--- src/hw/pci_pkg.sv ---
// package for the point command i/o block: offsets, fields, resets, timing
// assumes a 100 MHz pclk and a 32-bit apb register bus
package pci_pkg;

	// ------------------------------------------------------------
	// register offsets (byte addresses)
	// ------------------------------------------------------------
	localparam logic [7:0] PCI_CFG_OFS = 8'h00;
	localparam logic [7:0] PCI_RANGE_OFS = 8'h04;
	localparam logic [7:0] PCI_BRAKE_OFS = 8'h08;
	localparam logic [7:0] PCI_STAT_OFS = 8'h0C;
	localparam logic [7:0] PCI_CMD_OFS = 8'h10;

	// ------------------------------------------------------------
	// field positions
	// ------------------------------------------------------------
	localparam int PCI_CFG_CNT_LSB = 0;
	localparam int PCI_CFG_LOGIC_BIT = 2;
	localparam int PCI_CFG_SEL_BIT = 3;
	localparam int PCI_CFG_HDIS_BIT = 4;
	localparam int PCI_BRK_STILL_LSB = 0;
	localparam int PCI_BRK_MOVE_LSB = 8;
	localparam int PCI_STAT_BUSY_BIT = 6;
	localparam int PCI_STAT_FAULT_BIT = 7;
	localparam int PCI_STAT_STATE_LSB = 8;
	localparam int PCI_PT_BITS = 6;

	// ------------------------------------------------------------
	// reset values
	// ------------------------------------------------------------
	localparam logic [4:0] PCI_CFG_RST = 5'h07;
	localparam logic [15:0] PCI_RANGE_RST = 16'h000A;
	localparam logic [15:0] PCI_BRAKE_RST = 16'h0000;
	localparam logic [1:0] PCI_CNT_SIX_BITS = 2'h3;

	// ------------------------------------------------------------
	// timing
	// ------------------------------------------------------------
	localparam int PCI_CLK_PERIOD_NS = 10;
	localparam int PCI_MS_TIME_NS = 1000000;
	localparam int PCI_HOST_SETUP_MS = 10;
	localparam int PCI_MS_CYCLES = PCI_MS_TIME_NS / PCI_CLK_PERIOD_NS;

	// ------------------------------------------------------------
	// types
	// ------------------------------------------------------------
	typedef enum logic [2:0] {
		PCI_IDLE = 3'b001,
		PCI_RUN = 3'b010,
		PCI_HOLD = 3'b100
	} pci_state_e;

	typedef enum logic [2:0] {
		PCI_K_CLEAR = 3'h0,
		PCI_K_STEP = 3'h1,
		PCI_K_JOG_NEG = 3'h2,
		PCI_K_JOG_POS = 3'h3,
		PCI_K_HOME = 3'h4
	} pci_kind_e;

endpackage

--- src/hw/pci_sync.sv ---
// two-flop synchroniser, one stage pair per bit
// assumes inputs are plain levels from contact inputs
`timescale 1ns/1ns
module pci_sync #(
	parameter int WIDTH = 7
) (
	input wire logic clk,
	input wire logic rst_n,
	input wire logic [WIDTH-1:0] din,
	output logic [WIDTH-1:0] dout
);
	logic [WIDTH-1:0] meta;

	// ------------------------------------------------------------
	// per-bit stages; the first flop feeds only the second
	// ------------------------------------------------------------
	genvar i;
	generate
		for (i = 0; i < WIDTH; i++) begin : g_bit
			always_ff @(posedge clk or negedge rst_n) begin
				if (!rst_n) begin
					meta[i] <= 1'b0;
					dout[i] <= 1'b0;
				end else begin
					meta[i] <= din[i];
					dout[i] <= meta[i];
				end
			end
		end
	endgenerate
endmodule

--- src/hw/pci_top.sv ---
// point command i/o: point decode, strobe handshake, status pins, apb regs
// assumes a motion engine beside it that runs commands and reports back
//
// Implementation choices: the register addresses and the APB register port.
`timescale 1ns/1ns
import pci_pkg::*;

// Functional notes
// - point 0 clears alarm, others move
// - top three codes jog neg, pos, home
// - special codes follow configured point count
// - count setting 3 gives six bits
// - pin level one means contact closed
// - logic setting 0 inverts every point bit
// - fault pin on normally, off on alarm
// - setting picks completion or decelerating status
// - decelerating on, not with zero decel time
// - busy pin off while processing command
// - busy stays off until strobe released
// - finished step shows its point number
// - power-on shows 0, or max point
// - homing done shows max point
// - positive jog stop shows max minus 1
// - negative jog stop shows max minus 2
// - alarm forces position outputs off
// - aborted command holds previous position
// - brake pin follows two configurable delays
module pci_top #(
	parameter int MS_CYCLES = PCI_MS_CYCLES
) (
	input wire logic pclk,
	input wire logic presetn,
	input wire logic [7:0] paddr,
	input wire logic psel,
	input wire logic penable,
	input wire logic pwrite,
	input wire logic [31:0] pwdata,
	output logic [31:0] prdata,
	output logic pready,
	output logic pslverr,
	input wire logic point_sel_bit0,
	input wire logic point_sel_bit1,
	input wire logic point_sel_bit2,
	input wire logic point_sel_bit3,
	input wire logic point_sel_bit4,
	input wire logic point_sel_bit5,
	input wire logic cmd_strobe,
	input wire logic alarm_active,
	input wire logic motion_done,
	input wire logic motion_abort,
	input wire logic decelerating,
	input wire logic decel_time_zero,
	input wire logic [15:0] deviation_abs,
	input wire logic abs_mode,
	input wire logic brake_release_req,
	input wire logic motor_moving,
	output logic fault_out,
	output logic shared_status_out,
	output logic busy_out,
	output logic cur_point_bit0,
	output logic cur_point_bit1,
	output logic cur_point_bit2,
	output logic cur_point_bit3,
	output logic cur_point_bit4,
	output logic cur_point_bit5,
	output logic brake_release_out,
	output logic cmd_start,
	output logic [2:0] cmd_kind,
	output logic [5:0] cmd_step,
	output logic alarm_clear
);
	// ------------------------------------------------------------
	// input synchronisers
	// ------------------------------------------------------------
	logic [6:0] pins_s;
	pci_sync #(.WIDTH(7)) u_sync (
		.clk(pclk),
		.rst_n(presetn),
		.din({cmd_strobe, point_sel_bit5, point_sel_bit4, point_sel_bit3,
			point_sel_bit2, point_sel_bit1, point_sel_bit0}),
		.dout(pins_s)
	);

	// ------------------------------------------------------------
	// configuration registers
	// ------------------------------------------------------------
	logic [4:0] cfg, next_cfg;
	logic [15:0] range_cfg, next_range_cfg;
	logic [15:0] brake_cfg, next_brake_cfg;
	logic [1:0] point_count_cfg;
	logic point_logic_cfg, shared_status_select_cfg, homing_disable_cfg;
	logic [7:0] brake_delay_standstill_cfg, brake_delay_moving_cfg;
	assign point_count_cfg = cfg[PCI_CFG_CNT_LSB +: 2];
	assign point_logic_cfg = cfg[PCI_CFG_LOGIC_BIT];
	assign shared_status_select_cfg = cfg[PCI_CFG_SEL_BIT];
	assign homing_disable_cfg = cfg[PCI_CFG_HDIS_BIT];
	assign brake_delay_standstill_cfg = brake_cfg[PCI_BRK_STILL_LSB +: 8];
	assign brake_delay_moving_cfg = brake_cfg[PCI_BRK_MOVE_LSB +: 8];

	// ------------------------------------------------------------
	// point decode
	// ------------------------------------------------------------
	// bit count is setting+3, so the top code moves with the setting
	logic [5:0] max_pt, sel_pt;
	logic strobe_on, strobe_q, strobe_rise;
	assign max_pt = 6'h3F >> (PCI_CNT_SIX_BITS - point_count_cfg);
	// with logic setting 1 a one on a synchronised pin is a closed contact; setting 0 inverts it
	assign sel_pt = (point_logic_cfg ? pins_s[5:0] : ~pins_s[5:0])
		& max_pt;
	assign strobe_on = pins_s[6];
	assign strobe_rise = strobe_on && !strobe_q;

	function automatic pci_kind_e pci_decode(input logic [5:0] pt,
		input logic [5:0] mx);
		pci_kind_e k;
		k = PCI_K_STEP;
		if (pt == 6'h00)
			k = PCI_K_CLEAR;
		else if (pt == mx)
			k = PCI_K_HOME;
		else if (pt == mx - 6'h01)
			k = PCI_K_JOG_POS;
		else if (pt == mx - 6'h02)
			k = PCI_K_JOG_NEG;
		return k;
	endfunction

	// ------------------------------------------------------------
	// command sequencer
	// ------------------------------------------------------------
	pci_state_e state, next_state;
	logic [5:0] cmd_pt, next_cmd_pt;
	logic [2:0] next_cmd_kind;
	logic next_cmd_start, next_alarm_clear, next_strobe_q;
	logic next_busy;

	always_comb begin
		next_state = state;
		next_cmd_pt = cmd_pt;
		next_cmd_kind = cmd_kind;
		next_cmd_start = 1'b0;
		next_alarm_clear = 1'b0;
		next_strobe_q = strobe_on;
		case (state)
			PCI_IDLE: begin
				// point is taken only on the strobe edge, one start or one alarm clear each
				if (strobe_rise) begin
					next_cmd_pt = sel_pt;
					next_cmd_kind = pci_decode(sel_pt, max_pt);
					if (sel_pt == 6'h00) begin
						next_alarm_clear = 1'b1;
						next_state = PCI_HOLD;
					end else begin
						next_cmd_start = 1'b1;
						next_state = PCI_RUN;
					end
				end
			end
			PCI_RUN: begin
				if (motion_done || motion_abort)
					next_state = PCI_HOLD;
			end
			PCI_HOLD: begin
				if (!strobe_on)
					next_state = PCI_IDLE;
			end
			default: next_state = PCI_IDLE;
		endcase
		// transistor off (0) from strobe edge until strobe opens
		next_busy = (next_state == PCI_IDLE);
	end

	always_ff @(posedge pclk or negedge presetn) begin
		if (!presetn) begin
			state <= PCI_IDLE;
			cmd_pt <= 6'h00;
			cmd_kind <= PCI_K_CLEAR;
			cmd_start <= 1'b0;
			alarm_clear <= 1'b0;
			strobe_q <= 1'b0;
			busy_out <= 1'b1;
		end else begin
			state <= next_state;
			cmd_pt <= next_cmd_pt;
			cmd_kind <= next_cmd_kind;
			cmd_start <= next_cmd_start;
			alarm_clear <= next_alarm_clear;
			strobe_q <= next_strobe_q;
			busy_out <= next_busy;
		end
	end
	assign cmd_step = cmd_pt;

	// ------------------------------------------------------------
	// present position
	// ------------------------------------------------------------
	// power-on value is caught one edge after release, not under reset
	logic [5:0] pos, next_pos, pos_pins, next_pos_pins;
	logic init_done, next_init_done;
	logic done_ok;
	assign done_ok = (state == PCI_RUN) && motion_done && !motion_abort;

	always_comb begin
		next_pos = pos;
		next_init_done = 1'b1;
		if (!init_done) begin
			if (abs_mode || homing_disable_cfg)
				next_pos = max_pt;
		end else if (done_ok) begin
			case (cmd_kind)
				PCI_K_STEP: next_pos = cmd_pt;
				PCI_K_HOME: next_pos = max_pt;
				PCI_K_JOG_POS: next_pos = max_pt - 6'h01;
				PCI_K_JOG_NEG: next_pos = max_pt - 6'h02;
				default: next_pos = pos;
			endcase
		end
		// an abort leaves pos untouched
		next_pos_pins = alarm_active ? 6'h00 : next_pos;
	end

	always_ff @(posedge pclk or negedge presetn) begin
		if (!presetn) begin
			pos <= 6'h00;
			pos_pins <= 6'h00;
			init_done <= 1'b0;
		end else begin
			pos <= next_pos;
			pos_pins <= next_pos_pins;
			init_done <= next_init_done;
		end
	end
	assign {cur_point_bit5, cur_point_bit4, cur_point_bit3, cur_point_bit2,
		cur_point_bit1, cur_point_bit0} = pos_pins;

	// ------------------------------------------------------------
	// status pins
	// ------------------------------------------------------------
	logic next_fault, next_shared;
	always_comb begin
		next_fault = !alarm_active;
		if (shared_status_select_cfg)
			next_shared = decelerating && !decel_time_zero;
		else
			next_shared = (deviation_abs <= range_cfg)
				&& (next_state == PCI_IDLE);
	end

	always_ff @(posedge pclk or negedge presetn) begin
		if (!presetn) begin
			fault_out <= 1'b0;
			shared_status_out <= 1'b0;
		end else begin
			fault_out <= next_fault;
			shared_status_out <= next_shared;
		end
	end

	// ------------------------------------------------------------
	// brake release with millisecond delays
	// ------------------------------------------------------------
	// delay runs only after the release request drops; the delay in use
	// is chosen by whether the motor turns in the last cycle the request is still high
	logic [16:0] ms_cnt, next_ms_cnt;
	logic [7:0] brk_cnt, next_brk_cnt;
	logic next_brake;
	logic ms_tick;
	assign ms_tick = (ms_cnt == 17'(MS_CYCLES - 1));

	always_comb begin
		next_ms_cnt = ms_tick ? 17'h00000 : ms_cnt + 17'h00001;
		next_brk_cnt = brk_cnt;
		next_brake = brake_release_out;
		if (brake_release_req) begin
			next_brake = 1'b1;
			next_brk_cnt = motor_moving ? brake_delay_moving_cfg
				: brake_delay_standstill_cfg;
		end else if (brake_release_out) begin
			if (brk_cnt == 8'h00)
				next_brake = 1'b0;
			else if (ms_tick)
				next_brk_cnt = brk_cnt - 8'h01;
		end
	end

	always_ff @(posedge pclk or negedge presetn) begin
		if (!presetn) begin
			ms_cnt <= 17'h00000;
			brk_cnt <= 8'h00;
			brake_release_out <= 1'b0;
		end else begin
			ms_cnt <= next_ms_cnt;
			brk_cnt <= next_brk_cnt;
			brake_release_out <= next_brake;
		end
	end

	// ------------------------------------------------------------
	// apb slave, answer registered in the setup cycle (no wait)
	// ------------------------------------------------------------
	logic setup, wr_acc, hit;
	logic [31:0] rd_val, next_prdata;
	logic next_pready, next_pslverr;
	assign setup = psel && !penable;
	assign wr_acc = psel && penable && pwrite && pready;

	always_comb begin
		hit = 1'b1;
		rd_val = 32'h00000000;
		case (paddr)
			PCI_CFG_OFS: rd_val = {27'h0000000, cfg};
			PCI_RANGE_OFS: rd_val = {16'h0000, range_cfg};
			PCI_BRAKE_OFS: rd_val = {16'h0000, brake_cfg};
			PCI_STAT_OFS: rd_val = {21'h000000, state, fault_out,
				busy_out, pos_pins};
			PCI_CMD_OFS: rd_val = {23'h000000, cmd_kind, cmd_pt};
			default: hit = 1'b0;
		endcase
		next_pready = setup;
		next_pslverr = setup && !hit;
		next_prdata = (setup && !pwrite) ? rd_val : 32'h00000000;
		next_cfg = cfg;
		next_range_cfg = range_cfg;
		next_brake_cfg = brake_cfg;
		if (wr_acc && paddr == PCI_CFG_OFS)
			next_cfg = pwdata[4:0];
		if (wr_acc && paddr == PCI_RANGE_OFS)
			next_range_cfg = pwdata[15:0];
		if (wr_acc && paddr == PCI_BRAKE_OFS)
			next_brake_cfg = pwdata[15:0];
	end

	always_ff @(posedge pclk or negedge presetn) begin
		if (!presetn) begin
			cfg <= PCI_CFG_RST;
			range_cfg <= PCI_RANGE_RST;
			brake_cfg <= PCI_BRAKE_RST;
			prdata <= 32'h00000000;
			pready <= 1'b0;
			pslverr <= 1'b0;
		end else begin
			cfg <= next_cfg;
			range_cfg <= next_range_cfg;
			brake_cfg <= next_brake_cfg;
			prdata <= next_prdata;
			pready <= next_pready;
			pslverr <= next_pslverr;
		end
	end
endmodule

--- config.mk ---
export PLATFORM = sky130hd
export DESIGN_NAME = pci_top
export DESIGN_NICKNAME = d
export VERILOG_FILES = /design/src/hw/pci_pkg.sv /design/src/hw/pci_sync.sv /design/src/hw/pci_top.sv
export SDC_FILE = /design/constraint.sdc
export NUM_CORES = 1
export LEC_CHECK = 0
export ABC_CLOCK_PERIOD_IN_PS = 2600
export BUFFER_PORTS_ARGS = -buffer_cell sky130_fd_sc_hd__buf_4
export CORE_UTILIZATION = 55
export DETAILED_ROUTE_END_ITERATION = 8
export GPL_TIMING_DRIVEN = 0
export PLACE_DENSITY = 0.79
export SYNTH_ARGS = -nofsm -noshare
export SYNTH_HDL_FRONTEND = slang
export SYNTH_SLANG_ARGS = --single-unit
--- constraint.sdc ---
create_clock -name pclk -period 2.6 [get_ports pclk]
set_input_delay 0.78 -clock pclk [delete_from_list [all_inputs] [get_ports pclk]]
set_output_delay 0.78 -clock pclk [all_outputs]
set_load 0.01 [all_outputs]
==> impl_metrics.ini <==
[status]
status = finished clean

[setup_path]
worstReg2RegStart = cmd_kind[2]
cp-end-kind = register
arrival_ns = 2.61
slowest_delay_ns = 0.57
path_delay_family = compound AO/OA/AOI/OAI gates
cp_slowest_cell = dfrtp_1
r2r_setup_slack_ns = 0.25
path_cells = or3b_2 > a211oi_2 > o21ai_0 > a211oi_1
critPathLaunchType = register
cp_num_buf_inv = 0
crit_type = reg -> reg
r2r_cells = 4
r2r_end = pos_pins[5]
crit_fanout = 10
crit_required_ns = 2.86

[clock_network]
cts.sinks = 126
htree_levels = 4
cts_root_buf = clkbuf_16
cts-resized-gates = 0
clk_pin_slew_worst_paths_ns = 0.05
post_cts_buffers = 0
cts-buffers-inserted = 17
cts_tree = done
insertion_delay_ns = 0.42
clock_path_buffers = 2
cts_hold_buf = 0

[placed_design]
port_buffers = 95
gp_congestion = 0.871
place_ws_ns = -0.135
place_inst = 814
hpwl_um = 10900

[floorplan]
start_util_pct = 56.9
num_rows = 38
die_area_um2 = 11800
core_area_um2 = 11000
dieWidth_um = 109
die_y_um = 109
io_pins = 131

[timing]
tightestPinTransition_ns = 0.614
maxSlewViolCount = 0
finalCritPeriodShare_pct = 90.3
timing.hold.ws_ns = 0.329
min_period_ns = 2.35
fin_skew_ns = 0.00675
tns_ns = 0
max_freq_ghz = 0.426
relSlewSlack_pct = 58.5
setup_viol = 0
hold_violations = 0
rsz0062_at_grt = no
fin_ws_ns = 0.251

[synthesis]
synth_cell_type_count = 67
synth_ff_type = dfrtp_1
synth_common_cells = dfrtp_1, nor2_1, mux2_2
syn_inst = 563
synth_edf_count = 0
synth_area_leaders = dfrtp_1, mux2_2, ha_1, dfstp_2, nor2_1
ys_seq_area_share_pct = 50.6
yosys_warnings = 0
synthArstFlopShare_pct = 100
synthesis.area_um2 = 6250
yosysTopAreaCellShare_pct = 47.6
syn_avg_cell_area_um2 = 11.1
synth_seq_cells = 126
synth_top_cell_by_area = dfrtp_1
yosys.cell_count.top_type = dfrtp_1

[global_route]
grt_pass1_vias = 4857
grt_max_degree = 67
grt_overflow = 0
antenna_found_initial = 0
track_usage_pct = 27.6
grt_pass1_wl_um = 24200

[route]
ant_nets = 0
initialDrtViolationCount = 290
drt_wl_total_um = 15200
avgViaCountPerCell = 5.80
detail_route.first_pass.iterations = 6
drc = 0
wl_per_cell_um = 18.0
vias = 4911

[pwr]
p_leak_uw = 0.00366
p_per_area_nw_per_um2 = 634
ir_drop_mv = 0.408
fin_total_pwr_uw = 4970

[finish]
final_cells = 846
fillCellCount = 780
area_growth_pct = 25.2
layout-drive-gt1-share_pct = 30.6
layout.nets = 788
antenna_cells = 0

[run]
maxCapViolCount = 0

[worst_hold_path]
hold_class = in -> async
cells in the final DEF, fill, tap and decap left out, drive strengths merged, types with 4 or more instances in the layout:
cell,Yosys,routed
dfrtp,119,119
buf,21,117
nor2,49,49
mux2,45,45
clkbuf,16,42
nand2,35,35
inv,26,26
ha,19,19
o21ai,18,18
a21oi,18,18
conb,2,17
nor2b,15,15
a22oi,14,14
nand3,13,13
xnor2,13,13
xor2,11,11
nor3,10,10
mux2i,7,7
dfstp,7,7
o211ai,6,6
nand4,6,6
a211oi,6,6
nand2b,5,5
and2,5,5
a22o,5,5
mux4,5,5
nor4,5,5
nor3b,5,5
clkinv,0,4
per-stage QoR:
step	util (%)	cell area (um2)
2_1_floorplan	-	6310
3_3_place_gp	65.6	7200
3_5_place_dp	65.8	7230
4_1_cts	71.3	7830
5_1_grt	71.3	7830
6_report	71.3	7830
cell families (layout without fill, tap and decap cells):
family	after synthesis	after routing	share of synthesized area (%)
AND/OR/NAND/NOR	173	173	15.0
flip-flops	126	126	50.6
AO/OA/AOI/OAI	99	99	11.4
buffers and inverters	63	191	4.80
multiplexers	57	57	11.0
XOR/XNOR	24	24	3.36
adder cells (fa/ha/maj)	19	19	3.80
other	2	17	0.120
power breakdown:
part	switching (uW)	leakage, uW	internal, uW
registers	60.2	0.00163	2030
clock network	817	0.000300	1560
logic	270	0.00172	234
total	1150	0.00366	3820
flip-flops by register name (all words and copies together), names as in the netlist, 7 cells and up:
register,cells
brake_cfg,16
brk_cnt,8
ms_cnt,17
prdata,16
range_cfg,16
u_sync.dout,7
u_sync.meta,7
layer usage:
layer  share of wire (%)  track usage (%)  vias up
li1                    -                -     2249
met1                  42             36.2     2400
met2                  47             44.1      225
met3                 7.2             5.74       37
met4                 3.4             13.1        0
met5                   0                0        -
layout make-up:
| cell class | instances | area, um2 | area share [%] |
|---|---|---|---|
| sequential | 126 | 3160 | 40.4 |
| multi-input combinational | 389 | 2850 | 36.4 |
| timing repair buffer | 96 | 744 | 9.51 |
| clock buffer | 26 | 519 | 6.63 |
| buffer | 37 | 203 | 2.59 |
| tap | 140 | 175 | 2.24 |
| inverter | 26 | 97.6 | 1.25 |
| clock inverter | 6 | 80.1 | 1.02 |
how the worst max path moves through the flow:
stage / startpoint / endpoint / cells past startpoint
finish: cmd_kind[2] / pos_pins[5] / 4
global route: paddr[1] / range_cfg[5] / 7
CTS: paddr[1] / range_cfg[5] / 7
detailed placement: paddr[1] / brake_cfg[10] / 7
global placement: paddr[1] / range_cfg[4] / 7
floorplan: paddr[3] / brake_cfg[10] / 6
No activity file was read; power rests on OpenSTA's default activity.
